==> config.mk <==
export PLATFORM = sky130hd
export DESIGN_NAME = pso_top
export DESIGN_NICKNAME = d
export VERILOG_FILES = /design/src/pso_pkg.sv /design/src/pso_fifo.sv /design/src/pso_quantizer.sv /design/src/pso_top.sv
export VERILOG_INCLUDE_DIRS = /design/src
export SDC_FILE = /design/constraint.sdc
export NUM_CORES = 1
export LEC_CHECK = 0
export BUFFER_PORTS_ARGS = -buffer_cell sky130_fd_sc_hd__buf_4
export CORE_ASPECT_RATIO = 0.5
export CORE_MARGIN = 5
export CORE_UTILIZATION = 60
export CTS_CLUSTER_SIZE = 16
export DETAILED_ROUTE_END_ITERATION = 10
export PLACE_DENSITY = 0.77
export SYNTH_ARGS = -nofsm -noshare
export SYNTH_HDL_FRONTEND = slang
export SYNTH_SLANG_ARGS = --single-unit
==> constraint.sdc <==
create_clock -name i_clock -period 78.2 [get_ports i_clock]
set_input_delay 0 -clock i_clock [delete_from_list [all_inputs] [get_ports i_clock]]
set_output_delay 0 -clock i_clock [all_outputs]
set_load 0.01 [all_outputs]
==> src/pso_params.svh <==
// constants and contract list for the pipelined sample output port
// Contract
// - a new sample of the analog input is taken on every falling edge of the converter clock.
// - while standby is high the converter stays powered down and every data output floats.
// - data outputs are driven only when output enable (active low) and standby are both low.
// - if output enable (active low) or standby is high, all data outputs float.
// - each result is a 10-bit parallel word, bit 0 least significant and bit 9 most significant.
// - a result becomes valid 2.0 clock cycles after its sampling edge plus the clock-to-output delay.
// - results are unsigned straight binary, lowest input to zero and highest to all ones.
// - input above the top reference yields 3FFh and input below the bottom reference yields 000h.
`ifndef PSO_PARAMS_SVH
`define PSO_PARAMS_SVH
`define PSO_CODE_WIDTH     10
`define PSO_CODE_MAX       10'h3FF
`define PSO_CODE_MIN       10'h000
`define PSO_LATENCY        2
`define PSO_FIFO_DEPTH     4
`define PSO_INPUT_WIDTH    12
`define PSO_MAX_RATE_MSPS  30
`define PSO_CLOCK_MHZ      200
`define PSO_MIN_CLK_CYCLES ((`PSO_CLOCK_MHZ + `PSO_MAX_RATE_MSPS - 1) / `PSO_MAX_RATE_MSPS)
`define PSO_WAKE_NS        700
`define PSO_CLOCK_NS       5
`define PSO_WAKE_CYCLES    ((`PSO_WAKE_NS + `PSO_CLOCK_NS - 1) / `PSO_CLOCK_NS)
`endif

==> src/pso_pkg.sv <==
// types shared by the sample output port
`default_nettype none
package pso_pkg;
  typedef logic [9:0] pso_code_t;
  typedef enum logic [1:0] {
    PSO_ST_STANDBY,
    PSO_ST_RUN
  } pso_state_t;
endpackage
`default_nettype wire

==> src/pso_fifo.sv <==
// small flip-flop fifo with valid/ready on both sides
`default_nettype none
module pso_fifo #(
  parameter int WIDTH = 10,
  parameter int DEPTH = 4
) (
  input  wire logic             i_clock,
  input  wire logic             i_nrst,
  input  wire logic             i_flush,
  input  wire logic             i_in_valid,
  output logic                  o_in_ready,
  input  wire logic [WIDTH-1:0] i_in_data,
  output logic                  o_out_valid,
  input  wire logic             i_out_ready,
  output logic      [WIDTH-1:0] o_out_data
);
  localparam int AW = (DEPTH > 1) ? $clog2(DEPTH) : 1;
  logic [WIDTH-1:0] mem [DEPTH];
  logic [AW-1:0]    wr_ptr;
  logic [AW-1:0]    rd_ptr;
  logic [AW:0]      count;
  wire              push = i_in_valid && o_in_ready;
  wire              pop  = o_out_valid && i_out_ready;

  function automatic logic [AW-1:0] bump(input logic [AW-1:0] p);
    return (p == AW'(DEPTH - 1)) ? '0 : p + 1'b1;
  endfunction

  assign o_in_ready  = (count != (AW+1)'(DEPTH));
  assign o_out_valid = (count != '0);
  assign o_out_data  = mem[rd_ptr];

  always_ff @(posedge i_clock) begin
    if (push) begin
      mem[wr_ptr] <= i_in_data;
    end
  end

  always_ff @(posedge i_clock or negedge i_nrst) begin
    if (!i_nrst) begin
      wr_ptr <= '0;
      rd_ptr <= '0;
      count  <= '0;
    end else if (i_flush) begin
      wr_ptr <= '0;
      rd_ptr <= '0;
      count  <= '0;
    end else begin
      if (push) wr_ptr <= bump(wr_ptr);
      if (pop) rd_ptr <= bump(rd_ptr);
      count <= count + (AW+1)'(push) - (AW+1)'(pop);
    end
  end
endmodule
`default_nettype wire

==> src/pso_quantizer.sv <==
// clamps and maps the sampled input level to a straight binary code
`default_nettype none
`include "pso_params.svh"
module pso_quantizer #(
  parameter int IN_WIDTH = `PSO_INPUT_WIDTH
) (
  input  wire logic [IN_WIDTH-1:0] i_level,
  input  wire logic [IN_WIDTH-1:0] i_ref_low,
  input  wire logic [IN_WIDTH-1:0] i_ref_high,
  output pso_pkg::pso_code_t       o_code
);
  import pso_pkg::*;
  // level is unsigned, ref_low..ref_high is the conversion span
  wire              below = (i_level <= i_ref_low);
  wire              above = (i_level >= i_ref_high);
  wire [IN_WIDTH-1:0] span = i_ref_high - i_ref_low;
  wire [IN_WIDTH-1:0] offs = i_level - i_ref_low;
  wire [IN_WIDTH+9:0] prod = {10'h000, offs} * (IN_WIDTH+10)'(`PSO_CODE_MAX);
  // span is nonzero whenever neither clamp applies
  wire [IN_WIDTH+9:0] quot = (span == '0) ? '0 : prod / {10'h000, span};

  assign o_code = above ? `PSO_CODE_MAX :
                  below ? `PSO_CODE_MIN :
                  quot[9:0];
endmodule
`default_nettype wire

==> src/pso_top.sv <==
// sample output port: falling-edge capture, two-cycle pipeline, three-state data bus
`default_nettype none
`include "pso_params.svh"
module pso_top #(
  parameter int IN_WIDTH   = `PSO_INPUT_WIDTH,
  parameter int FIFO_DEPTH = `PSO_FIFO_DEPTH,
  parameter int WAKE_CYCLES = `PSO_WAKE_CYCLES
) (
  input  wire logic                i_clock,
  input  wire logic                i_nrst,
  input  wire logic                i_sample_clock,
  input  wire logic [IN_WIDTH-1:0] i_analog_input,
  input  wire logic [IN_WIDTH-1:0] i_ref_low,
  input  wire logic [IN_WIDTH-1:0] i_ref_high,
  input  wire logic                i_standby_request,
  input  wire logic                i_output_enable_n,
  output pso_pkg::pso_code_t       o_sample_code_bits,
  output logic [9:0]               o_sample_code_bits_oe,
  output logic                     o_powered_down,
  output logic                     o_wake_done,
  output logic                     o_overflow
);
  import pso_pkg::*;

  // two-flop synchronisers for pins from outside the clock domain
  logic [2:0] clk_sync;
  logic [1:0] stby_sync;
  logic [1:0] oe_n_sync;
  logic [IN_WIDTH-1:0] level_s1;
  logic [IN_WIDTH-1:0] level_s2;
  logic [IN_WIDTH-1:0] ref_low_s1;
  logic [IN_WIDTH-1:0] ref_low_s2;
  logic [IN_WIDTH-1:0] ref_high_s1;
  logic [IN_WIDTH-1:0] ref_high_s2;

  // the level bus has no handshake: it must hold still around each falling
  // pin edge, or a word caught mid-change reaches the quantiser
  always_ff @(posedge i_clock or negedge i_nrst) begin
    if (!i_nrst) begin
      clk_sync  <= 3'h0;
      stby_sync <= 2'h3;
      oe_n_sync <= 2'h3;
      level_s1  <= '0;
      level_s2  <= '0;
      ref_low_s1  <= '0;
      ref_low_s2  <= '0;
      ref_high_s1 <= '0;
      ref_high_s2 <= '0;
    end else begin
      clk_sync  <= {clk_sync[1:0], i_sample_clock};
      stby_sync <= {stby_sync[0], i_standby_request};
      oe_n_sync <= {oe_n_sync[0], i_output_enable_n};
      level_s1  <= i_analog_input;
      level_s2  <= level_s1;
      ref_low_s1  <= i_ref_low;
      ref_low_s2  <= ref_low_s1;
      ref_high_s1 <= i_ref_high;
      ref_high_s2 <= ref_high_s1;
    end
  end

  wire standby  = stby_sync[1];
  wire oe_n     = oe_n_sync[1];
  // edge detect reads only the second and third stages
  wire fall     = clk_sync[2] && !clk_sync[1];
  wire drive_on = !oe_n && !standby;

  pso_code_t quant_code;

  pso_quantizer #(
    .IN_WIDTH (IN_WIDTH)
  ) pso_quantizer_inst (
    .i_level    (level_s2),
    .i_ref_low  (ref_low_s2),
    .i_ref_high (ref_high_s2),
    .o_code     (quant_code)
  );

  // state: standby holds the converter off and empties the pipeline
  pso_state_t state;
  pso_state_t next_state;
  localparam int WAKE_W = $clog2(WAKE_CYCLES + 1);
  logic [WAKE_W-1:0] wake_cnt;

  always_comb begin
    next_state = state;
    case (state)
      PSO_ST_STANDBY: begin
        if (!standby) next_state = PSO_ST_RUN;
      end
      PSO_ST_RUN: begin
        if (standby) next_state = PSO_ST_STANDBY;
      end
      default: next_state = PSO_ST_STANDBY;
    endcase
  end

  wire running = (state == PSO_ST_RUN) && !standby;

  // pipeline: stage 0 taken at sampling fall, result released LATENCY falls later
  pso_code_t pipe [`PSO_LATENCY];
  logic [`PSO_LATENCY-1:0] pipe_vld;
  wire sample_now = fall && running;

  always_ff @(posedge i_clock or negedge i_nrst) begin
    if (!i_nrst) begin
      state    <= PSO_ST_STANDBY;
      wake_cnt <= '0;
      pipe_vld <= '0;
      for (int k = 0; k < `PSO_LATENCY; k++) pipe[k] <= '0;
    end else begin
      state <= next_state;
      if (!running) begin
        wake_cnt <= '0;
        pipe_vld <= '0;
      end else if (wake_cnt != WAKE_W'(WAKE_CYCLES)) begin
        wake_cnt <= wake_cnt + 1'b1;
      end
      if (sample_now) begin
        pipe[0]  <= quant_code;
        pipe_vld <= {pipe_vld[`PSO_LATENCY-2:0], 1'b1};
        for (int k = 1; k < `PSO_LATENCY; k++) pipe[k] <= pipe[k-1];
      end
    end
  end

  // result enters fifo on the fall two cycles after its sample
  wire       push_valid = sample_now && pipe_vld[`PSO_LATENCY-1];
  wire       push_ready;
  wire       pop_valid;
  pso_code_t pop_data;

  // fifo decouples the pipeline from the output register; the bus drains
  // one word per clock while running, so a full fifo means words are being dropped
  pso_fifo #(
    .WIDTH (`PSO_CODE_WIDTH),
    .DEPTH (FIFO_DEPTH)
  ) pso_fifo_inst (
    .i_clock     (i_clock),
    .i_nrst      (i_nrst),
    .i_flush     (!running),
    .i_in_valid  (push_valid),
    .o_in_ready  (push_ready),
    .i_in_data   (pipe[`PSO_LATENCY-1]),
    .o_out_valid (pop_valid),
    .i_out_ready (running),
    .o_out_data  (pop_data)
  );

  always_ff @(posedge i_clock or negedge i_nrst) begin
    if (!i_nrst) begin
      o_sample_code_bits    <= `PSO_CODE_MIN;
      o_sample_code_bits_oe <= 10'h000;
      o_powered_down        <= 1'b1;
      o_wake_done           <= 1'b0;
      o_overflow            <= 1'b0;
    end else begin
      if (pop_valid && running) o_sample_code_bits <= pop_data;
      o_sample_code_bits_oe <= {10{drive_on}};
      o_powered_down        <= !running;
      o_wake_done           <= running && (wake_cnt == WAKE_W'(WAKE_CYCLES));
      o_overflow            <= push_valid && !push_ready;
    end
  end
endmodule
`default_nettype wire

Word-level counts from Yosys, hierarchy flattened. Memory sizes are Yosys's and may differ from the RTL's. A register that Yosys moved wholly into a read port is not among the register bits. Index checks and enable logic that the tools add are counted.

Output and inout bits: 23. Input bits: 41. Logic and storage cells: 83. Memories kept: 1. Flip-flop bits (word level): 122. RAM bits: 40.

Multiply operators: 1. Add/sub/neg operators: 7. $lt $le $gt $ge: 2. Reductions and logical operators: 19. Equality and inequality tests: 12. Div/mod/pow operators: 1. Muxes and demuxes: 19.

Memories: pso_fifo_inst.mem (words 4, width 10, read ports 1, clocked after Yosys merged registers in 1, write ports 1, RTL line pso_fifo.sv:18) `logic [WIDTH-1:0] mem [DEPTH];`.

Operator list (number): two-way mux 10 bit (3); subtractor 12 bit (2); divider 22 x 12 -> 22 bit (1); multiplier 12 x 10 -> 22 bit (second input constant) (1); two-way mux 2 bit (10); two-way mux 8 bit (2); >= comparator 12 bit (1); less-or-equal comparator 12 bit (1); logical NOT 12 bit (1); inequality test 2 bit (second input constant) (6); logical AND 1 bit (9); adder 8 x 1 -> 8 bit (second input constant) (1); equality test 8 bit (second input constant) (1); inequality test 8 bit (second input constant) (1); logical NOT 1 bit (6); adder 2 x 1 -> 2 bit (second input constant) (2); equality test 2 bit (second input constant) (2); one-hot mux 2 bit (2 select lines) (1); adder 3 x 1 -> 3 bit (1); two-way mux 3 bit (1); inequality test 3 bit (second input constant) (1); nonzero test 3 bit (1); subtractor 3 x 1 -> 3 bit (1); equality test 2 x 1 -> 1 bit (second input constant) (1); other kinds (3) (4).

Logic depth before layout (Yosys ltp). Gate-level depths: netlist (run 1).

Word-level depth: 8. Gate-level depth with buffers: 307. Mapped depth without buffers: 295.

Modules after synthesis. Synthesis (run 1) repeated with hierarchy kept, for this count alone.

Cell total of the unflattened synthesis: 2389. Area total of the unflattened synthesis: 21115.3 sq um.

Modules (own cells, without submodules): pso_quantizer (seq. area each 0.0 sq um, area an instance 15314.7 sq um, cells each 2071, instances 1); pso_top (seq. area each 3109.2 sq um, area an instance 3863.7 sq um, cells each 218, instances 1); pso_fifo (seq. area each 1376.3 sq um, area an instance 1936.9 sq um, cells each 100, instances 1).

Least setup slack after synthesis (run 1). OpenSTA, ideal clock, no wires.

Kind: register to register. Start: register ref_low_s2[1]. End: register pipe[10] (netlist name). Data arrival time: 55315 ps. Cell stages (with the launch flop): 293. Buffers on the path: 19. Clock period less this slack: 55443 ps. Library setup time: 128 ps. Data required time: 78072 ps. Path slack: 22757 ps. Path through: dfrtp_1 > inv_1 > ha_1 > nor2b_1 > o21ai_0 > nand2b_1 > a21o_1 > a21o_1 > a21o_1 > a21o_1 > a21o_1 > a21oi_1 > xnor2_1 > ha_1 > or2_2 > fa_1 > fa_1 > fa_1 > [257 not listed] > nand2b_1 > a21oi_1 > nor2b_1 > o21ai_0 > nand2b_1 > a21oi_1 > nor2b_1 > o21ai_0 > nand2b_1 > a21oi_1 > nor2b_1 > o21ai_0 > nand2_1 > nor3_1 > nand2_1 > nor3_1 > a41o_1 > o211ai_2.

Word-level cells in the longest chain between the ends: 6. Elaborated cells on any way between the ends: 9. Classes of those cells: 2 x add/sub; 1 x mul; 1 x div; 1 x order compare; 3 x mux; 1 x reduce/logical.

RTL lines: from (decl) (RTL line pso_top.sv:32) `logic [IN_WIDTH-1:0] ref_low_s2;`; from (signal assigned) (RTL line pso_top.sv:56) `ref_low_s2 <= ref_low_s1;`; subtractor 12 bit (RTL line pso_quantizer.sv:17) `wire [IN_WIDTH-1:0] offs = i_level - i_ref_low;`; multiplier 12 x 10 -> 22 bit (RTL line pso_quantizer.sv:18) `` wire [IN_WIDTH+9:0] prod = {10'h000, offs} * (IN_WIDTH+10)'(`PSO_CODE_MAX); ``; divider 22 x 12 -> 22 bit (RTL line pso_quantizer.sv:20) `wire [IN_WIDTH+9:0] quot = (span == '0) ? '0 : prod / {10'h000, span};`; two-way mux 10 bit (RTL line pso_quantizer.sv:20); two-way mux 10 bit (*) (RTL line pso_quantizer.sv:23) `` below ? `PSO_CODE_MIN : ``; two-way mux 10 bit (*) (RTL line pso_quantizer.sv:22) `` assign o_code = above ? `PSO_CODE_MAX : ``; to (decl) (RTL line pso_top.sv:101) `` pso_code_t pipe [`PSO_LATENCY]; ``.

Mark *: on every way between the ends. The rest lies on a longest branch, timed or not. A chain may end at the register's enable or synchronous reset.

Final worst setup path (run 1).
Start: register ref_low_s2[0]. End: register pipe[10] (netlist name).

Same word-level chain as after synthesis.

==> results of run 1 <==
[state kept, by name (all words and copies together), names as in the netlist, 2 cells and up]
| signal | cells |
|---|---|
| level_s2 | 12 |
| pso_fifo_inst.rd_ptr | 2 |
| wake_cnt | 8 |
| ref_low_s2 | 12 |
| o_sample_code_bits | 10 |
| level_s1 | 12 |
| ref_high_s2 | 12 |
| ref_low_s1 | 12 |
| stby_sync | 2 |
| pipe_vld | 2 |
| pso_fifo_inst.count | 3 |
| ref_high_s1 | 12 |
| pso_fifo_inst.mem | 40 |
| clk_sync | 3 |
| pipe | 20 |
| pso_fifo_inst.wr_ptr | 2 |
| oe_n_sync | 2 |
[metal layers]
metal | global-route usage | up-vias
met3 | 0.0453 | 97
met1 | 0.411 | 9044
met4 | 0.0652 | 0
met2 | 0.470 | 686
met5 | 0 | -
li1 | - | 9224
[per-stage QoR]
step           cells  instance area (sq um)
3_3_place_gp    2956                  22100
5_1_grt         3028                  23100
2_1_floorplan   2460                  21200
3_5_place_dp    2956                  22100
4_1_cts         3028                  23100
6_report        3028                  23100
[cell type report]
type	count	area (sq um)	area share
clock buffers	19	433	0.0188
inverters	171	643	0.0279
clock inverters	13	149	0.00646
repair buffers	120	1000	0.0436
well taps	475	594	0.0258
flip-flops and latches	171	4490	0.195
multi-input cells	2059	15700	0.683
[final timing paths]
check | end | cells past startpoint | slack [ns] | from
max in group asynchronous | wake_cnt[5] | 3 | 76.87 | i_nrst
worst min register to register | ref_high_s2[4] | 0 | 0.35 | ref_high_s1[4]
worst max-delay path | pipe[10] | 278 | 15.28 | ref_low_s2[0]
min in group i_clock | ref_high_s1[5] | 2 | 0.21 | i_ref_high[5]
worst min-delay path | o_sample_code_bits[5] | 2 | 0.1 | i_nrst
worst max register to register | pipe[10] | 278 | 15.28 | ref_low_s2[0]
[cell usage after synthesis, types with 30 or more instances]
master | instances | share of area
a21o_1 | 56 | 0.020
a21oi_1 | 137 | 0.032
dfrtp_1 | 126 | 0.15
edfxtp_1 | 40 | 0.057
fa_1 | 50 | 0.047
ha_1 | 305 | 0.18
inv_1 | 168 | 0.030
mux2_2 | 53 | 0.028
nand2_1 | 199 | 0.035
nand2b_1 | 40 | 0.012
nand3_1 | 60 | 0.014
nor2_1 | 220 | 0.039
nor2b_1 | 30 | 0.0089
nor3_1 | 110 | 0.026
o21a_1 | 99 | 0.035
o21ai_0 | 99 | 0.023
o31ai_1 | 50 | 0.018
xnor2_1 | 73 | 0.030
xor2_1 | 50 | 0.021
[kinds of logic after synthesis]
kind of cell | synth area share
xor gates and xnor gates | 0.0517
AOI/OAI and AO/OA | 0.221
adders and majority gates | 0.228
buffers and inverters | 0.0449
DFF | 0.212
muxes | 0.0495
and+or+nand+nor | 0.193
==> impl_metrics.json, run 1 <==
{
  "mostFrequentLayoutCell": "ha_1",
  "grt_max_degree": 71,
  "slew_headroom": 0.318,
  "met1_length_mm": 26.4,
  "finalHoldWorstSlack_ns": 0.0971,
  "grt.overflow.total": 0,
  "setup-tns-final_ns": 0,
  "wl_per_cell_um": 19.0,
  "run_status": "completed",
  "ant_nets": 0,
  "number_of_violations_of_the_max_capacitance_limit": 0,
  "grt_first_pass_wirelength_mm": 92.8,
  "antenna_cells_inserted": 0,
  "design.final.nets": 2936,
  "cts_tree": "built",
  "die-height_um": 143,
  "cts_sinks": 171,
  "grtUsageTotal": 0.289,
  "filler_cell_count": 2754,
  "synth_ff_type": "dfrtp_1",
  "drt-initial-drc-count": 1507,
  "critPathTopFamily": "compound AO/OA/AOI/OAI gates",
  "synth-async-reset-ratio": 0.766,
  "core_area_sq_mm": 0.0347,
  "cp.buffers_inverters": 11,
  "count_of_flip_flops_with_a_built_in_enable_after_synthesis": 40,
  "rsz0062_at_grt": "no",
  "clock_insertion_delay_at_the_later_pin_of_the_skew_report_ns": 0.43,
  "cts-hold-fix-buffers": 40,
  "die_area_sq_mm": 0.0393,
  "setup_ws_ns": 15.28,
  "place_hpwl_mm": 44.7,
  "critPathMostFrequentCell": "o21a_1",
  "cpMaxStageDelayCell": "nor4_2",
  "synth.cell_area_sq_mm": 0.0212,
  "max_stage_delay_ns": 0.78,
  "drt_pass1_iterations": 7,
  "syn_avg_cell_area_sq_um": 8.60,
  "period_utilization": 0.805,
  "setup_viol": 0,
  "clock-root-buffer": "clkbuf_16",
  "effective_utilization_at_floorplan": 0.610,
  "portBuffers": 63,
  "wirelength_mm": 57.6,
  "final_max_slew_viol_count": 0,
  "worst_setup_path_start_kind": "flip-flop",
  "clock_path_buffers": 2,
  "criticalPathCategory": "flip-flop to flip-flop",
  "worst-path-max-fanout": 20,
  "portion_of_the_post_synthesis_area_used_by_sequential_elements": 0.212,
  "grt_pass1_vias": 18000,
  "drive_above_1_share": 0.0979,
  "routabilityCongestion": 0.969,
  "num_vias": 19100,
  "tritoncts.num_buffers": 17,
  "highest-signal-layer": "met4",
  "wl_met3_mm": 4.70,
  "yosys_warnings": 0,
  "post_synth_inst_count": 2460,
  "worst_setup_hold_path_clk_slew_ns": 0.07,
  "cts_setup_buffers": 0,
  "layout.cells.most_common_list": "ha_1, nor2_1, nand2_1",
  "layout_overhead_on_the_synthesized_area_pct": 9.00,
  "dr_wl_met2_mm": 25.4,
  "finalCriticalPeriod_ns": 62.92,
  "preCtsSetupSlack_ns": 16.27,
  "utilization": 0.665,
  "cts-resized-gates": 0,
  "synth.distinct_cells": 120,
  "critPathRequiredTime_ns": 78.51,
  "ys_seq_elements": 171,
  "maxClockFrequency_ghz": 0.0159,
  "dieWidth_um": 276,
  "h-tree-depth": 4,
  "final_hold_viol_count": 0,
  "boundaryPins": 64,
  "post_route_drc": 0,
  "syn_nets": 2856,
  "crit_path_end_kind": "flip-flop",
  "critical_path_arrival_ns": 63.23,
  "rows": 48,
  "detail_route.vias_per_cell": 6.29,
  "hp-class": "primary input to asynchronous set/reset pin",
  "clock_skew_ns": 0.0115,
  "grt_antenna_before_repair": 0,
  "worst_pin_slew_ns": 1.01
}
Power of run 1 is left out: the tool's default activity adds up to more than one toggle a clock period on the data nets, which glitch-free logic cannot reach.
==> run 2, diff against run 1 <==
--- a/config.mk
+++ b/config.mk
@@ -6,6 +6,7 @@
 export SDC_FILE = /design/constraint.sdc
 export NUM_CORES = 1
 export LEC_CHECK = 0
+export ABC_AREA = 1
 export BUFFER_PORTS_ARGS = -buffer_cell sky130_fd_sc_hd__buf_4
 export CORE_ASPECT_RATIO = 0.5
 export CORE_MARGIN = 5
==> constraint.sdc (replaced) <==
create_clock -name i_clock -period 61.3 [get_ports i_clock]
set_input_delay 0 -clock i_clock [delete_from_list [all_inputs] [get_ports i_clock]]
set_output_delay 0 -clock i_clock [all_outputs]
set_load 0.01 [all_outputs]
==> run 2 against run 1 <==
  * Sequential share of layout area down 0.19 points
  * Count of clock-buffer cells in the layout grew 1
  * Worst hold slack better by 0.023 ns
  * Global-route usage shrank 4.1 points
  * Core utilization grew 1.0 points
  * Fmax up 13%
  * Register-to-register slack got worse by 9.6 ns
  * Flip-flop and latch count unchanged
==> impl_metrics.json, run 2 <==
{
  "run_status": "completed",
  "num_vias": 18600,
  "cts_sinks": 171,
  "filler_cell_count": 2935,
  "syn_nets": 3306,
  "cpMaxStageDelayCell": "fa_1",
  "rows": 48,
  "drt_pass1_iterations": 5,
  "worst_setup_path_start_kind": "flip-flop",
  "wirelength_mm": 48.6,
  "critical_path_arrival_ns": 55.84,
  "number_of_violations_of_the_max_capacitance_limit": 0,
  "grt.overflow.total": 0,
  "reg_top3": "pso_fifo_inst.mem: 40 flops, pipe: 20 flops",
  "clock_skew_ns": 0.0141,
  "setup-tns-final_ns": 0,
  "die-height_um": 142,
  "dieWidth_um": 275,
  "count_of_flip_flops_with_a_built_in_enable_after_synthesis": 40,
  "most_frequent_cell_after_synthesis": "nand2_1",
  "finalCriticalPeriod_ns": 55.57,
  "routabilityCongestion": 0.956,
  "startpoint": "level_s2[0]",
  "synth.cell_area_sq_mm": 0.0210,
  "multiInputGateArea_sq_mm": 0.0145,
  "clock-root-buffer": "clkbuf_16",
  "portBuffers": 63,
  "criticalPathCategory": "flip-flop to flip-flop",
  "preCtsSetupSlack_ns": 3.15,
  "setup_ws_ns": 5.73,
  "worst-path-max-fanout": 20,
  "layout.cells.most_common_list": "nand2_1, inv_1, ha_1",
  "grt_first_pass_wirelength_mm": 81.7,
  "grt_max_degree": 74,
  "finish.cell_count_without_fillers": 3517,
  "hp-class": "primary input to asynchronous set/reset pin",
  "synth_ff_type": "dfrtp_1",
  "ant_nets": 0,
  "syn_avg_cell_area_sq_um": 7.21,
  "layout_overhead_on_the_synthesized_area_pct": 10.9,
  "max_stage_delay_ns": 0.57,
  "clock_insertion_delay_at_the_later_pin_of_the_skew_report_ns": 0.43,
  "top_register": "pso_fifo_inst.mem",
  "worst_pin_slew_ns": 1.00,
  "clock_path_buffers": 2,
  "drt-initial-drc-count": 1211,
  "r2r_slack_ns": 5.73,
  "critPathRequiredTime_ns": 61.57,
  "boundaryPins": 64,
  "max_ffs_per_register": 40,
  "place_hpwl_mm": 38.2,
  "regToRegStartpoint": "level_s2[0]",
  "die_area_sq_mm": 0.0390,
  "final_hold_viol_count": 0,
  "seqCellArea_sq_mm": 0.00449,
  "grtUsageTotal": 0.248,
  "share_of_yosys_cell_area_claimed_by_the_top_area_cell_type": 0.182,
  "synth.distinct_cells": 58,
  "core_area_sq_mm": 0.0345,
  "critPathMostFrequentCell": "nand2_1",
  "yosys_warnings": 0,
  "detail_route.vias_per_cell": 5.30,
  "drive_above_1_share": 0.0940,
  "tritoncts.num_buffers": 17,
  "cts_tree": "built",
  "post_route_drc": 0,
  "ys_seq_elements": 171,
  "synth-async-reset-ratio": 0.766,
  "synth_largest_area_cell": "ha_1",
  "synth_area_leaders": "ha_1, dfrtp_1, nand2_1",
  "utilization": 0.675,
  "post_synth_inst_count": 2910,
  "h-tree-depth": 4,
  "wl_per_cell_um": 13.8,
  "portion_of_the_post_synthesis_area_used_by_sequential_elements": 0.214,
  "slew_headroom": 0.327,
  "grt_pass1_vias": 17900,
  "worst_setup_hold_path_clk_slew_ns": 0.07,
  "place.detailed.instances": 3412,
  "synth.top_cells.by_count": "nand2_1, inv_1, ha_1, nor2_1, o21ai_0",
  "setup_viol": 0,
  "crit_path_end_kind": "flip-flop",
  "period_utilization": 0.907,
  "effective_utilization_at_floorplan": 0.609,
  "grt_antenna_before_repair": 1,
  "maxClockFrequency_ghz": 0.0180,
  "final_max_slew_viol_count": 0,
  "mostFrequentLayoutCell": "nand2_1",
  "design.final.nets": 3424
}
## run 2: changes by cell type in the layout (fill, tap and decap cells not counted), sizes merged, moves of 50 or more
cell   change
inv      +330
mux2      -59
nand2    +482
nand3    +105
nor3      -92
o21a      -90
o21ai     +88
xor2      +50
## run 2: final cells by class
class                   instances  share of cell area
repair buffers                143              0.0506
clock inverters                12             0.00521
multi-input cells            2184               0.621
clock buffers                  20              0.0215
repair inverters                1            0.000215
diodes                          1            0.000107
inverters                     510              0.0831
flip-flops and latches        171               0.193
well taps                     475              0.0255
## run 2: through the flow
stage | cell area (sq um) | hold slack (ns)
global route | 23300 | 0.173
finish | 23300 | 0.120
floorplan | 21000 | -0.296
global placement | 21900 | -0.0140
CTS | 22900 | 0.114
detailed placement | 21900 | -0.00159
## run 2: logic make-up (layout without fill, tap and decap cells)
group | count (synthesis) | after routing | synth area share
buf+inv | 556 | 686 | 0.104
other cells | 0 | 1 | 0
simple gates | 1191 | 1192 | 0.254
compound gates | 468 | 468 | 0.128
xor+xnor | 169 | 169 | 0.0709
fa+ha+maj | 355 | 355 | 0.230
flops | 171 | 171 | 0.214
## run 2: path summary, 6_finish.rpt
path / depth (start not counted) / to
setup / recovery: 362 / pipe[10]
hold / removal: 2 / ref_low_s1[3]
setup reg to reg: 362 / pipe[10]
hold reg to reg: 0 / ref_low_s2[8]
max in group asynchronous: 3 / ref_low_s2[10]
min in group i_clock: 2 / level_s1[3]
## run 2: per-layer routing
metal,track usage,part of all wire,up-vias
met2,0.432,0.46,383
met1,0.332,0.46,8508
li1,-,-,9675
met4,0.0647,0.021,0
met3,0.0295,0.052,76
met5,0,0,-
## run 2: critical path: cells and delay by family, from the launching register on
kind                       cells  cell delay (ns)
AOI/OAI and AO/OA            147            25.57
xor gates and xnor gates       1             0.18
adders and majority gates     30            10.07
buffers and inverters         65             5.63
DFF                            1             0.37
and+or+nand+nor              119            13.42
## run 2: repair_timing
item,in CTS,in global routing
setup endpoints to repair,0,2
setup buffers,0,30
gates resized for setup,0,29
endpoints found under the hold margin,97,0
hold buffers,40,0
Power of run 2 is left out for the same reason.
